==> config.mk <==
export PLATFORM = sky130hd
export DESIGN_NAME = eea_autoload
export DESIGN_NICKNAME = d
export VERILOG_FILES = /design/src/eea_pkg.sv /design/src/eea_autoload.sv
export SDC_FILE = /design/constraint.sdc
export NUM_CORES = 1
export LEC_CHECK = 0
export ABC_AREA = 1
export BUFFER_PORTS_ARGS = -buffer_cell sky130_fd_sc_hd__buf_2
export CELL_PAD_IN_SITES_DETAIL_PLACEMENT = 0
export CELL_PAD_IN_SITES_GLOBAL_PLACEMENT = 1
export CORE_UTILIZATION = 39
export DETAILED_ROUTE_END_ITERATION = 10
export GPL_ROUTABILITY_DRIVEN = 0
export PLACE_DENSITY_LB_ADDON = 0.1
export SETUP_SLACK_MARGIN = 0.1
export SLEW_MARGIN = 25
export SYNTH_ARGS = -nofsm -noshare
export SYNTH_HDL_FRONTEND = slang
export SYNTH_SLANG_ARGS = --single-unit
==> constraint.sdc <==
create_clock -name clk -period 1.8 [get_ports clk]
set_input_delay 0.36 -clock clk [delete_from_list [all_inputs] [get_ports clk]]
set_output_delay 0.36 -clock clk [all_outputs]
set_load 0.03 [all_outputs]
==> src/eea_pkg.sv <==
package eea_pkg;
    // register byte offsets
    localparam logic [7:0] OFF_SUBSYS = 8'h6c;
    localparam logic [7:0] OFF_CTL = 8'h70;
    localparam logic [7:0] OFF_RSVD = 8'h74;
    localparam logic [7:0] OFF_IRQ_STS = 8'h80;
    localparam logic [7:0] OFF_IRQ_EN = 8'h84;
    localparam logic [7:0] OFF_IRQ_CLR = 8'h88;
    // control/status field positions
    localparam int CTL_GO = 0;
    localparam int CTL_CMD = 1;
    localparam int CTL_ERR = 2;
    localparam int CTL_ALDONE = 3;
    localparam int CTL_DIV = 4;
    localparam int CTL_ALDIS = 6;
    localparam int CTL_FAST = 7;
    localparam int CTL_ALBUSY = 8;
    localparam int CTL_ADR = 9;
    localparam int CTL_DAT = 16;
    // reset values
    localparam logic [1:0] DIV_RESET = 2'h0;
    localparam logic FAST_RESET = 1'b1;
    localparam logic [15:0] SUBSYS_RESET = 16'h0000;
    // serial clock divisors of the core clock
    localparam logic [12:0] DIV_SEL0 = 13'h1000;
    localparam logic [12:0] DIV_SEL1 = 13'h0800;
    localparam logic [12:0] DIV_SEL2 = 13'h0400;
    localparam logic [12:0] DIV_SEL3 = 13'h0080;
    localparam int FAST_SHIFT = 5;
    // frame layout: slot indices
    localparam logic [4:0] ACK0 = 5'h08;
    localparam logic [4:0] ACK1 = 5'h11;
    localparam logic [4:0] ACK2 = 5'h1a;
    localparam logic [4:0] WR_LAST = 5'h1a;
    localparam logic [4:0] RD_LAST = 5'h18;
    // interrupt bits
    localparam int IRQ_DONE = 0;
    localparam int IRQ_ERR = 1;
    localparam int IRQ_AL = 2;
    localparam int IRQ_W = 3;
    // serial engine states
    typedef enum logic [3:0] {
        ST_IDLE = 4'b0001,
        ST_START = 4'b0010,
        ST_BITS = 4'b0100,
        ST_STOP = 4'b1000
    } eea_state_t;
endpackage

==> src/eea_autoload.sv <==
// The implementer's own choice: strobed register access.
`timescale 1ns/1ps
`default_nettype none
// Overview of operation
// - cycle-start bit self-clears when access finishes
// - writing start 0->1 launches read/write access
// - missing acknowledge sets error flag
// - autoload-done reads one after successful autoload
// - two-bit divisor field picks serial clock rate
// - autoload control zero enables, one disables
// - fast bit makes autoload 32x faster
// - in-progress flag high while autoload runs
// - seven-bit word address addresses the access
// - sixteen-bit data field holds write word
// - read-only subsystem_vendor_ident low half
// - read-only subsystem_ident upper half
module eea_autoload (
    // clock and reset
    input wire logic clk,
    input wire logic rst_n,
    // register port
    input wire logic [7:0] addr,
    input wire logic [31:0] wdata,
    input wire logic wr,
    input wire logic rd,
    output logic [31:0] rdata,
    // serial eeprom pins
    output logic ee_scl,
    input wire logic ee_sda_i,
    output logic ee_sda_o,
    output logic ee_sda_oe_n,
    // interrupt
    output logic irq
);
    // divider half period, in core clocks minus one
    function automatic logic [11:0] div_half(input logic [1:0] sel, input logic fast);
        logic [12:0] b;
        b = eea_pkg::DIV_SEL0;
        case (sel)
            2'h1: b = eea_pkg::DIV_SEL1;
            2'h2: b = eea_pkg::DIV_SEL2;
            2'h3: b = eea_pkg::DIV_SEL3;
            default: b = eea_pkg::DIV_SEL0;
        endcase
        if (fast) begin
            b = b >> eea_pkg::FAST_SHIFT;
        end
        return 12'(b >> 1) - 12'h001;
    endfunction

    // control fields
    logic go_r, go_nxt;
    logic cmd_r, cmd_nxt;
    logic err_r, err_nxt;
    logic [1:0] div_r, div_nxt;
    logic aldis_r, aldis_nxt;
    logic fast_r, fast_nxt;
    logic [6:0] adr_r, adr_nxt;
    logic [15:0] dat_r, dat_nxt;
    // autoload state
    logic al_pend_r, al_pend_nxt; // autoload still to run
    logic al_busy_r, al_busy_nxt;
    logic al_done_r, al_done_nxt;
    logic al_idx_r, al_idx_nxt; // 0: vendor word, 1: id word
    logic [15:0] svid_r, svid_nxt;
    logic [15:0] sid_r, sid_nxt;
    // serial engine
    eea_pkg::eea_state_t st_r, st_nxt;
    logic cyc_busy_r, cyc_busy_nxt; // software access in flight
    logic wr_cyc_r, wr_cyc_nxt; // current frame writes
    logic [11:0] cnt_r, cnt_nxt;
    logic [1:0] ph_r, ph_nxt;
    logic [4:0] idx_r, idx_nxt;
    logic [26:0] tx_r, tx_nxt;
    logic [15:0] rx_r, rx_nxt;
    logic scl_r, scl_nxt;
    logic drv_r, drv_nxt; // 1 pulls data line low
    // interrupts and bus
    logic [eea_pkg::IRQ_W-1:0] sts_r, sts_nxt, en_r, en_nxt, ev;
    logic [31:0] rdata_r, rdata_nxt;
    logic [31:0] ctl_view;
    logic tick, launch_al, launch_sw, ack_slot, fin;

    // divider runs only during a frame so idle costs no toggling
    assign tick = (st_r != eea_pkg::ST_IDLE) && (cnt_r == 12'h000);
    assign ack_slot = (idx_r == eea_pkg::ACK0) ||
        (wr_cyc_r && ((idx_r == eea_pkg::ACK1) || (idx_r == eea_pkg::ACK2)));
    // autoload has priority over a software access
    assign launch_al = (st_r == eea_pkg::ST_IDLE) && al_pend_r && !aldis_r;
    assign launch_sw = (st_r == eea_pkg::ST_IDLE) && go_r && !cyc_busy_r &&
        !launch_al && !al_busy_r && !al_pend_r;
    assign fin = (st_r == eea_pkg::ST_STOP) && tick && (ph_r == 2'h2);

    // status word as software sees it
    always_comb begin
        ctl_view = {dat_r, adr_r, al_busy_r, fast_r, aldis_r, div_r,
            al_done_r, err_r, cmd_r, go_r};
    end

    // next-state logic for every register
    always_comb begin
        go_nxt = go_r;
        cmd_nxt = cmd_r;
        err_nxt = err_r;
        div_nxt = div_r;
        aldis_nxt = aldis_r;
        fast_nxt = fast_r;
        adr_nxt = adr_r;
        dat_nxt = dat_r;
        al_pend_nxt = al_pend_r;
        al_busy_nxt = al_busy_r;
        al_done_nxt = al_done_r;
        al_idx_nxt = al_idx_r;
        svid_nxt = svid_r;
        sid_nxt = sid_r;
        st_nxt = st_r;
        cyc_busy_nxt = cyc_busy_r;
        wr_cyc_nxt = wr_cyc_r;
        cnt_nxt = cnt_r;
        ph_nxt = ph_r;
        idx_nxt = idx_r;
        tx_nxt = tx_r;
        rx_nxt = rx_r;
        scl_nxt = scl_r;
        drv_nxt = drv_r;
        en_nxt = en_r;
        ev = '0;
        rdata_nxt = 32'h0000_0000;
        // software writes, lowest priority
        if (wr && addr == eea_pkg::OFF_CTL) begin
            go_nxt = go_r | wdata[eea_pkg::CTL_GO];
            cmd_nxt = wdata[eea_pkg::CTL_CMD];
            div_nxt = wdata[eea_pkg::CTL_DIV+:2];
            aldis_nxt = wdata[eea_pkg::CTL_ALDIS];
            fast_nxt = wdata[eea_pkg::CTL_FAST];
            adr_nxt = wdata[eea_pkg::CTL_ADR+:7];
            dat_nxt = wdata[eea_pkg::CTL_DAT+:16];
        end else if (wr && addr == eea_pkg::OFF_IRQ_EN) begin
            en_nxt = wdata[eea_pkg::IRQ_W-1:0];
        end
        // read answer, one cycle later
        if (rd) begin
            if (addr == eea_pkg::OFF_SUBSYS) begin
                rdata_nxt = {sid_r, svid_r};
            end else if (addr == eea_pkg::OFF_CTL) begin
                rdata_nxt = ctl_view;
            end else if (addr == eea_pkg::OFF_IRQ_STS) begin
                rdata_nxt = {29'h0, sts_r};
            end else if (addr == eea_pkg::OFF_IRQ_EN) begin
                rdata_nxt = {29'h0, en_r};
            end else begin
                rdata_nxt = 32'h0000_0000;
            end
        end
        // disabled while a word is still to load: the load is dropped, done stays low
        if (al_pend_r && aldis_r && st_r == eea_pkg::ST_IDLE) begin
            al_pend_nxt = 1'b0;
            al_busy_nxt = 1'b0;
        end
        // divider
        if (st_r == eea_pkg::ST_IDLE || tick) begin
            cnt_nxt = div_half(div_r, fast_r && (al_busy_r || launch_al));
        end else begin
            cnt_nxt = cnt_r - 12'h001;
        end
        case (st_r)
            eea_pkg::ST_IDLE: begin
                scl_nxt = 1'b1;
                drv_nxt = 1'b0;
                if (launch_al) begin
                    al_pend_nxt = 1'b0;
                    al_busy_nxt = 1'b1;
                    err_nxt = 1'b0;
                    wr_cyc_nxt = 1'b0;
                    tx_nxt = {6'h00, al_idx_r, 1'b1, 19'h7ffff};
                    st_nxt = eea_pkg::ST_START;
                end else if (launch_sw) begin
                    cyc_busy_nxt = 1'b1;
                    err_nxt = 1'b0;
                    wr_cyc_nxt = cmd_r;
                    // a read leaves the data slots released so the eeprom can drive them
                    tx_nxt = {adr_r, ~cmd_r, 1'b1, cmd_r ? dat_r[15:8] : 8'hff, 1'b1,
                        cmd_r ? dat_r[7:0] : 8'hff, 1'b1};
                    st_nxt = eea_pkg::ST_START;
                end
            end
            eea_pkg::ST_START: begin
                // data falls while clock high
                if (tick) begin
                    drv_nxt = 1'b1;
                    ph_nxt = 2'h0;
                    idx_nxt = 5'h00;
                    st_nxt = eea_pkg::ST_BITS;
                end
            end
            eea_pkg::ST_BITS: begin
                if (tick && ph_r == 2'h0) begin
                    scl_nxt = 1'b0;
                    drv_nxt = ~tx_r[5'h1a - idx_r];
                    ph_nxt = 2'h1;
                end else if (tick) begin
                    scl_nxt = 1'b1;
                    ph_nxt = 2'h0;
                    if (ack_slot && ee_sda_i) begin
                        err_nxt = 1'b1;
                        ev[eea_pkg::IRQ_ERR] = 1'b1;
                    end
                    if (!wr_cyc_r && idx_r > eea_pkg::ACK0) begin
                        rx_nxt = {rx_r[14:0], ee_sda_i};
                    end
                    idx_nxt = idx_r + 5'h01;
                    if (idx_r == (wr_cyc_r ? eea_pkg::WR_LAST : eea_pkg::RD_LAST)) begin
                        st_nxt = eea_pkg::ST_STOP;
                    end
                end
            end
            eea_pkg::ST_STOP: begin
                // clock low with data low, clock high, then data rises
                if (tick && ph_r == 2'h0) begin
                    scl_nxt = 1'b0;
                    drv_nxt = 1'b1;
                    ph_nxt = 2'h1;
                end else if (tick && ph_r == 2'h1) begin
                    scl_nxt = 1'b1;
                    ph_nxt = 2'h2;
                end else if (fin) begin
                    drv_nxt = 1'b0;
                    ph_nxt = 2'h0;
                    st_nxt = eea_pkg::ST_IDLE;
                    if (al_busy_r) begin
                        // an error abandons the load, done stays low
                        if (err_r) begin
                            al_busy_nxt = 1'b0;
                        end else if (al_idx_r) begin
                            sid_nxt = rx_r;
                            al_busy_nxt = 1'b0;
                            al_done_nxt = 1'b1;
                            ev[eea_pkg::IRQ_AL] = 1'b1;
                        end else begin
                            svid_nxt = rx_r;
                            al_idx_nxt = 1'b1;
                            al_pend_nxt = 1'b1;
                        end
                    end else begin
                        go_nxt = 1'b0;
                        cyc_busy_nxt = 1'b0;
                        ev[eea_pkg::IRQ_DONE] = 1'b1;
                        if (!wr_cyc_r) begin
                            dat_nxt = rx_r;
                        end
                    end
                end
            end
            default: st_nxt = eea_pkg::ST_IDLE;
        endcase
        // set wins over a clear in the same cycle
        sts_nxt = sts_r;
        if (wr && addr == eea_pkg::OFF_IRQ_CLR) begin
            sts_nxt = sts_r & ~wdata[eea_pkg::IRQ_W-1:0];
        end
        sts_nxt = sts_nxt | ev;
    end

    // registers only
    always_ff @(posedge clk) begin
        if (!rst_n) begin
            go_r <= 1'b0;
            cmd_r <= 1'b0;
            err_r <= 1'b0;
            div_r <= eea_pkg::DIV_RESET;
            aldis_r <= 1'b0;
            fast_r <= eea_pkg::FAST_RESET;
            adr_r <= 7'h00;
            dat_r <= 16'h0000;
            al_pend_r <= 1'b1;
            al_busy_r <= 1'b0;
            al_done_r <= 1'b0;
            al_idx_r <= 1'b0;
            svid_r <= eea_pkg::SUBSYS_RESET;
            sid_r <= eea_pkg::SUBSYS_RESET;
            st_r <= eea_pkg::ST_IDLE;
            cyc_busy_r <= 1'b0;
            wr_cyc_r <= 1'b0;
            cnt_r <= 12'h000;
            ph_r <= 2'h0;
            idx_r <= 5'h00;
            tx_r <= 27'h0000000;
            rx_r <= 16'h0000;
            scl_r <= 1'b1;
            drv_r <= 1'b0;
            sts_r <= '0;
            en_r <= '0;
            rdata_r <= 32'h0000_0000;
        end else begin
            go_r <= go_nxt;
            cmd_r <= cmd_nxt;
            err_r <= err_nxt;
            div_r <= div_nxt;
            aldis_r <= aldis_nxt;
            fast_r <= fast_nxt;
            adr_r <= adr_nxt;
            dat_r <= dat_nxt;
            al_pend_r <= al_pend_nxt;
            al_busy_r <= al_busy_nxt;
            al_done_r <= al_done_nxt;
            al_idx_r <= al_idx_nxt;
            svid_r <= svid_nxt;
            sid_r <= sid_nxt;
            st_r <= st_nxt;
            cyc_busy_r <= cyc_busy_nxt;
            wr_cyc_r <= wr_cyc_nxt;
            cnt_r <= cnt_nxt;
            ph_r <= ph_nxt;
            idx_r <= idx_nxt;
            tx_r <= tx_nxt;
            rx_r <= rx_nxt;
            scl_r <= scl_nxt;
            drv_r <= drv_nxt;
            sts_r <= sts_nxt;
            en_r <= en_nxt;
            rdata_r <= rdata_nxt;
        end
    end

    // pins: open-drain data, never driven high
    assign ee_scl = scl_r;
    assign ee_sda_o = 1'b0;
    assign ee_sda_oe_n = ~drv_r;
    assign rdata = rdata_r;
    assign irq = |(sts_r & en_r);
endmodule
`default_nettype wire

Yosys cells after proc, flatten, opt, wreduce, memory -nomap -nowiden. Index checks and enable logic that the tools add are counted.

Register bits after elaboration: 174. Word-level logic and storage cells: 246.

Bitwise operators: 13. $add $sub $neg: 4. Reductions and logical operators: 55. Eq/ne operators: 37. Muxes and demuxes: 108. Order comparisons: 2.

Operator list (number): $mux W16 (7); $mux W32 (2); $mux W1 (60); $mux W27 (2); $pmux W13 S3 (1); $mux W4 (9); $mux W13 (2); $eq A8 B8 Y1 const B (3); $ne A2 B2 Y1 const B (12); $sub A12 B1 Y12 const B (2); $logic_and A1 B1 Y1 (21); $reduce_and A7 Y1 (3); $eq A8 B7 Y1 const B (2); $mux W8 (2); $pmux W4 S4 (1); $mux W5 (3); $logic_not A12 Y1 (1); $mux W12 (1); $mux W2 (6); $eq A5 B5 Y1 const B (2); $pmux W5 S2 (1); $reduce_and A5 Y1 (2); $mux W3 (3); $ne A3 B3 Y1 const B (3); 38 further kinds (68).

Longest topological paths before layout. Gate-level depths: netlist of run 1.

Depth after elaboration: 10. Mapped depth: 16. Depth with buffers taken out: 14.

Worst setup path before layout of run 1. No wires, ideal clock.

Kind: register to register. Start: register idx_r[0]. End: register drv_r. Setup time: 0.111 ns. Period minus slack after synthesis: 2.001 ns. Cell stages (with the launch flop): 17. Path buffers: 3. Data arrival time: 1.889 ns. Slack: -0.201 ns. Required time: 1.689 ns. Cells stage by stage: dfxtp_1 buf_2 inv_2 buf_2 ha_1 buf_2 inv_1 a21oi_1 o21ai_0 o31ai_1 nand2_1 nand2_1 nand3_1 nand2_1 nor2_1 nor2_1 nor2_1.

Word-level cells in the longest chain between the ends: 6.

RTL lines: start, declared (RTL line eea_autoload.sv:73) `logic [4:0] idx_r, idx_nxt;`; start signal, assigned (RTL line eea_autoload.sv:314) `idx_r <= idx_nxt;`; $sub A5 B5 Y5 (RTL line eea_autoload.sv:199) `drv_nxt = ~tx_r[5'h1a - idx_r];`; $bmux W1 S5 (RTL line eea_autoload.sv:199); $mux W1 (not written as such) (RTL line eea_autoload.sv:199); $not A1 Y1 (RTL line eea_autoload.sv:199); $mux W1 (RTL line eea_autoload.sv:197) `if (tick && ph_r == 2'h0) begin`; $pmux W1 S4 (RTL line eea_autoload.sv:166) `case (st_r)`; end signal, assigned (RTL line eea_autoload.sv:318) `drv_r <= drv_nxt;`; end, declared (RTL line eea_autoload.sv:77) `logic drv_r, drv_nxt;`.

No other way between the ends. The select of a mux whose other input is x is not followed. A chain may end at the register's enable or synchronous reset.

Worst setup path in the final report of run 1.
Start: register st_r[0]. End: register svid_r[3].

Word-level cells in the longest chain between the ends: 5. Elaborated cells on any way between the ends: 10. Classes of those cells: eq/ne: 2; bitwise: 2; reduce/logical: 6.

RTL lines: start, declared (RTL line eea_autoload.sv:68) `eea_pkg::eea_state_t st_r, st_nxt;`; start signal, assigned (RTL line eea_autoload.sv:281) `st_r <= eea_pkg::ST_IDLE;`; start signal, assigned (RTL line eea_autoload.sv:309) `st_r <= st_nxt;`; $ne A4 B1 Y1 (RTL line eea_autoload.sv:85) `assign tick = (st_r != eea_pkg::ST_IDLE) && (cnt_r == 12'h000);`; $logic_and A1 B1 Y1 (RTL line eea_autoload.sv:85); $logic_and A1 B1 Y1 (on tied branches) (RTL line eea_autoload.sv:92, eea_autoload.sv:219, eea_autoload.sv:223); $logic_and A1 B1 Y1 or $not A1 Y1 (tied branches); $reduce_and A7 Y1 (no line) *; end signal, assigned (RTL line eea_autoload.sv:279) `svid_r <= eea_pkg::SUBSYS_RESET;`; end signal, assigned (RTL line eea_autoload.sv:307) `svid_r <= svid_nxt;`; end, declared (RTL line eea_autoload.sv:65) `logic [15:0] svid_r, svid_nxt;`.

Mark *: on every way between the ends. The rest lies on a longest branch, timed or not.

==> flow_metrics.py, run 1 <==
metrics = {
    "clock_network": {
        "cts_buffer_depth": 2,
        "cts_tree": "yes",
        "cts.clk_slew.worst_paths_ns": 0.07,
        "clock_sinks": 172,
        "htree_levels": 4,
        "cts_root_buf": "clkbuf_16",
        "cts.hold.buffers_added": 0,
        "clk_latency_ns": 0.42,
        "numCtsBuffers": 17,
    },
    "worst_setup_path": {
        "cp-start-kind": "register",
        "crit_required_ns": 2.16,
        "worstPathArrival_ns": 2.15,
        "worstPathCellList": "inv_2, nor2_4, nand2_4, buf_4, nand3_4, inv_6, nand2_8, inv_6, buf_6, nand2_4, nor2_8, clkbuf_16, nor2_2, nor2_1",
        "path_class": "register to register",
        "path_max_fanout": 6,
        "crit_slowest_cell": "dfxtp_2",
        "end_kind": "register",
        "slowest_delay_ns": 0.34,
    },
    "worst_hold_path": {
        "min_path_type": "input pin to register",
    },
    "placement": {
        "hpwlAfterDp_um": 16700,
        "dp_cells": 1449,
        "pre_cts_ws_ns": -0.00425,
        "io_buffers": 77,
    },
    "logic_synthesis": {
        "yosys_warnings": 0,
        "synth_area_um2": 8040,
        "syn_inst": 1084,
        "yosysSeqAreaShare_pct": 42.8,
        "avgSynthCellArea_um2": 7.42,
        "ys.flop_type": "dfxtp_1",
        "syn_nets": 1134,
        "synth_edf_count": 0,
        "synth_top_cell_area_share_pct": 42.8,
        "synth_top_cell_by_area": "dfxtp_1",
        "synthArstFlopShare_pct": 0,
        "yosys_register_bits": 172,
        "ys_top_cells_by_area": "dfxtp_1 43%, nand2_1 11%, nor2_1 6.2%",
        "ys_types": 52,
    },
    "layout": {
        "diodes": 0,
        "fillers": 1974,
        "area_delta_synth_final_pct": 36.2,
        "fin_cells": 1517,
        "final_net_count": 1285,
        "drive_above_1_share_pct": 36.6,
        "utilization_pct": 54.1,
        "ff_latch_area_um2": 3470,
        "multiInputGateArea_um2": 4540,
    },
    "global_route": {
        "grt_max_degree": 33,
        "overflow": 0,
        "first_global_vias": 6865,
        "antenna_found_initial": 0,
        "track_usage_pct": 22.6,
        "grt_pass1_wl_um": 37200,
    },
    "routing": {
        "wl_per_cell_um": 16.2,
        "drtPass1Iterations": 8,
        "first_iter_violations": 480,
        "antenna_left": 0,
        "via_count": 7557,
        "viasPerCell": 4.98,
        "routed_wl_um": 24600,
        "route.detailed.drc": 1,
    },
    "floorplan": {
        "core_area_um2": 20200,
        "dieHeight_um": 146,
        "num_rows": 52,
        "die_area_um2": 21200,
        "fp.dieW_um": 146,
        "start_util_pct": 39.7,
        "pin_count": 81,
    },
    "job": {
        "cap_violations": 0,
    },
    "timing": {
        "min_period_ns": 1.79,
        "timing.final.crit_share_pct": 99.4,
        "fin_skew_ns": 0.0113,
        "setup_viol": 0,
        "fin_ws_ns": 0.0113,
        "drv_slew": 0,
        "timing.hold.ws_ns": 0.157,
        "rsz0062_at_grt": "yes",
        "max_freq_ghz": 0.559,
        "hold_viol_final": 0,
    },
    "status": {
        "violations": "DRC",
        "status": "complete, but fails checks",
    },
    "pwr": {
        "p_leak_nw": 4.46,
        "ir_worst_vdd_v": 0.000695,
        "p_per_area_nw_per_um2": 1220,
    },
}
## power by group
part           switching (W)  internal, W
clock                0.00162      0.00206
sequential          0.000286      0.00425
combinational        0.00284      0.00236
## metal layers
layer | GRT usage [%] | routed length [um] | up-vias
met5 | 0 | 0 | -
met4 | 5.53 | 409 | 0
met3 | 3.98 | 990 | 26
met2 | 36.2 | 11500 | 151
met1 | 31.4 | 11700 | 3539
li1 | - | - | 3841
## flip-flops by register name (all words and copies together), names as in the netlist, 2 cells and up
signal	flops
adr_r	7
cnt_r	12
dat_r	16
div_r	2
en_r	3
idx_r	5
ph_r	2
rdata	32
rx_r	16
sid_r	16
st_r	4
sts_r	3
svid_r	16
tx_r	25
## final timing paths
path | startpoint | endpoint | slack [ns] | depth (start not counted)
hold reg to reg | al_done_r$_SDFFE_PN0P_ | al_done_r$_SDFFE_PN0P_ | 0.45 | 2
setup reg to reg | st_r[0]$_SDFFE_PN1P_ | svid_r[3]$_SDFFE_PN0P_ | 0.01 | 14
hold / removal | wdata[7] | fast_r$_SDFFE_PN1N_ | 0.16 | 3
setup / recovery | st_r[0]$_SDFFE_PN1P_ | svid_r[3]$_SDFFE_PN0P_ | 0.01 | 14
## synth_stat cells (all sizes together), types with 3 or more instances
master  number
nand3       51
nor3        30
nand4        6
clkbuf      25
dfxtp      172
buf         31
nor2       148
a211oi      34
inv        108
o211ai       9
a21oi       98
clkinv       3
ha           5
xor2         3
nand2      254
o21ai       89
## final cells by class
class                      count  share of cell area (%)
clock buffer                  20                    3.99
clock inverter                11                    1.23
inverter                     111                    4.07
multi-input combinational    746                    41.5
sequential                   172                    31.7
tap                          270                    3.08
timing repair buffer         187                    14.5
## cell families (layout without fill, tap and decap cells)
logic type | count (synthesis) | count (layout) | share of synthesized area [%]
other | 1 | 1 | 0.0466
AND/OR/NAND/NOR | 496 | 497 | 28.1
adder cells (fa/ha/maj) | 5 | 5 | 0.778
flip-flops | 172 | 172 | 42.8
AO/OA/AOI/OAI | 240 | 240 | 18.9
buffers and inverters | 167 | 329 | 9.04
XOR/XNOR | 3 | 3 | 0.327
## what timing repair did
item,4_1_cts,5_1_grt
buffers inserted,14,14
resized for setup,39,194
setup endpoints to repair,79,102
gates cloned,0,10
pin swaps,27,74
## worst max-delay path, delay by kind of cell, from the launching register on
| kind | cells | cell delay, ns |
|---|---|---|
| buffers and inverters | 6 | 0.69 |
| DFF | 1 | 0.34 |
| and+or+nand+nor | 8 | 0.67 |
## per-stage QoR
step	power, W	cell area [um^2]	TNS [ns]
after floorplan	0.00719	8090	0
after global placement	0.00834	9170	-0.0381
after detailed placement	0.00835	9170	-0.00988
after CTS	0.0125	9970	0
after global routing	0.0142	11000	-1.26
final	0.0134	11000	0
## cell usage in the layout (no fill, tap or decap), types with 20 or more instances in the layout
cell / count
inv_1: 91
a211oi_2: 32
o21ai_0: 31
buf_2: 77
nor2_2: 44
nand2_1: 220
nor2_4: 21
clkbuf_16: 24
o21ai_1: 44
a21oi_1: 83
dfxtp_1: 151
nand3_1: 35
buf_4: 72
dfxtp_2: 20
nor2_1: 80
Power figures use the tool's default switching activity.
==> run 2, diff against run 1 <==
--- a/config.mk
+++ b/config.mk
@@ -12,8 +12,7 @@
 export CORE_UTILIZATION = 39
 export DETAILED_ROUTE_END_ITERATION = 10
 export GPL_ROUTABILITY_DRIVEN = 0
-export PLACE_DENSITY_LB_ADDON = 0.1
-export SETUP_SLACK_MARGIN = 0.1
+export PLACE_DENSITY_LB_ADDON = 0.15
 export SLEW_MARGIN = 25
 export SYNTH_ARGS = -nofsm -noshare
 export SYNTH_HDL_FRONTEND = slang
==> flow_metrics.py, run 2 (synthesis results as in run 1) <==
metrics = {
    "worst_setup_path": {
        "path_max_fanout": 5,
        "worstPathArrival_ns": 2.18,
        "path_class": "register to register",
        "cp-start-kind": "register",
        "crit_required_ns": 2.17,
        "worstRegToRegCells": 13,
        "cp.depth": 13,
        "end_kind": "register",
        "path_delay_family": "simple AND/OR/NAND/NOR gates",
        "cp_common_cell": "nor2_1",
        "crit_slowest_cell": "dfxtp_2",
        "slowest_delay_ns": 0.32,
        "path_buf_inv": 0,
        "worstPathCellList": "nor2_2, nand2_2, nor2_8, nand2_4, nand2_8, nand2_2, o21ai_2, ha_2, nand2_4, nand3b_1, nor2_1, nor2_1, nor2_1",
    },
    "clock_network": {
        "cts.hold.buffers_added": 0,
        "numCtsBuffers": 17,
        "cts_buffer_depth": 2,
        "clock_sinks": 172,
        "clk_latency_ns": 0.43,
        "cts_root_buf": "clkbuf_16",
        "cts.clk_slew.worst_paths_ns": 0.07,
        "htree_levels": 4,
        "cts_tree": "yes",
    },
    "worst_hold_path": {
        "min_path_type": "input pin to register",
        "whs_path_depth": 3,
    },
    "global_route": {
        "grt_max_degree": 53,
        "met1_usage_pct": 31.0,
        "antenna_found_initial": 0,
        "grt.busiest_layer": "met2",
        "track_usage_pct": 22.0,
        "grt_util_met2_pct": 35.1,
        "grt_use_met3_pct": 3.92,
        "overflow": 0,
        "first_global_vias": 6724,
        "grt_pass1_wl_um": 36600,
    },
    "routing": {
        "viasPerCell": 4.89,
        "drtPass1Iterations": 5,
        "antenna_left": 0,
        "route.detailed.drc": 0,
        "first_iter_violations": 408,
        "routed_wl_um": 23400,
        "wl_per_cell_um": 15.6,
        "via_count": 7343,
    },
    "timing": {
        "fin_tns_setup_ns": -0.00901,
        "max_freq_ghz": 0.553,
        "timing.hold.ws_ns": 0.154,
        "hold_viol_final": 0,
        "rsz0062_at_grt": "yes",
        "min_period_ns": 1.81,
        "tightest_slew_ns": 0.669,
        "maxSlewHeadroom_pct": 55.4,
        "fin_skew_ns": 0.0106,
        "timing.final.crit_share_pct": 101,
        "drv_slew": 0,
        "setup_viol": 1,
        "fin_ws_ns": -0.00901,
    },
    "placement": {
        "placed_area_um2": 9160,
        "hpwlAfterDp_um": 16500,
        "io_buffers": 77,
    },
    "floorplan": {
        "start_util_pct": 39.7,
        "die_area_um2": 21200,
        "pin_count": 81,
        "fp.dieW_um": 146,
        "core_area_um2": 20200,
        "num_rows": 52,
        "dieHeight_um": 146,
    },
    "layout": {
        "final_area_um2": 10200,
        "utilization_pct": 50.2,
        "final_common_cell": "nand2_1",
        "final_net_count": 1268,
        "area_delta_synth_final_pct": 26.4,
        "largest_register_ffs": 32,
        "diodes": 0,
        "drive_above_1_share_pct": 28.4,
        "layout_common_cells": "228 x nand2_1, 162 x dfxtp_1, 112 x nor2_1, 95 x inv_1, 94 x a21oi_1",
    },
    "pwr": {
        "switching_share_pct": 36.8,
        "pwr-share-comb_pct": 35.0,
        "ir_worst_vdd_v": 0.000710,
        "clock_power_share_pct": 29.0,
        "power.internal_w": 0.00788,
        "power_frac_seq_pct": 36.0,
        "switchingPower_w": 0.00460,
        "power_w": 0.0125,
        "p_leak_nw": 4.22,
        "p_per_area_nw_per_um2": 1230,
    },
    "status": {
        "violations": "setup timing",
        "status": "complete, but fails checks",
    },
    "job": {
        "cap_violations": 0,
    },
}
==> run 2: cell types whose count changed in the layout (fill, tap and decap cells not counted), moves of 10 or more <==
cell,delta
dfxtp_2,-11
nor2_1,+32
nor2_2,-25
nor3_1,+10
a21oi_1,+11
a21oi_2,-11
dfxtp_1,+11
==> run 2: path summary, 6_finish.rpt <==
check,start,endpoint,slack (ns)
max,cnt_r[7]$_SDFF_PN0_,cnt_r[10]$_SDFF_PN0_,-0.009
min,wdata[7],fast_r$_SDFFE_PN1N_,0.15
max reg2reg,cnt_r[7]$_SDFF_PN0_,cnt_r[10]$_SDFF_PN0_,-0.009
min reg2reg,sid_r[1]$_SDFFE_PN0P_,sid_r[1]$_SDFFE_PN0P_,0.45
==> run 2: stage by stage <==
step	worst slack [ns]	cells
5_1_grt	-0.162	1501
3_3_place_gp	-0.0581	1454
3_5_place_dp	-0.0917	1454
4_1_cts	-0.00101	1487
6_report	-0.00901	1501
2_1_floorplan	0.00166	1084
==> run 2: tightest hold or removal path, delay by kind of cell <==
kind | cells | cell delay, ns
buffers and inverters | 1 | 0.08
and+or+nand+nor | 2 | 0.11
==> run 2: final cells by class <==
| cell class | count | area (um^2) |
|---|---|---|
| tap | 270 | 338 |
| clock buffer | 17 | 425 |
| timing repair buffer | 168 | 1230 |
| fill | 2001 | 10100 |
| inverter | 111 | 434 |
| multi-input combinational | 748 | 4130 |
| clock inverter | 15 | 145 |
| sequential | 172 | 3460 |
==> run 2: power by group through the flow <==
stage	logic (W)	clock network, W	registers (W)
after global placement	0.00383	0	0.00453
after floorplan	0.00263	0	0.00452
final	0.00437	0.00362	0.00449
after global routing	0.00486	0.00387	0.00454
after detailed placement	0.00383	0	0.00454
after CTS	0.00398	0.00370	0.00447
==> run 2: routing by layer <==
metal  wire length, um  part of all wire (%)
met5                 0                     0
met1             11600                    50
met3               716                   3.1
met4               185                  0.79
met2             10900                    46
==> run 2: what timing repair did <==
item | CTS | global route
setup buffers | 1 | 10
cloned | 0 | 5
resized for setup | 16 | 75
pin swaps | 14 | 25
endpoints found under the setup margin | 11 | 85
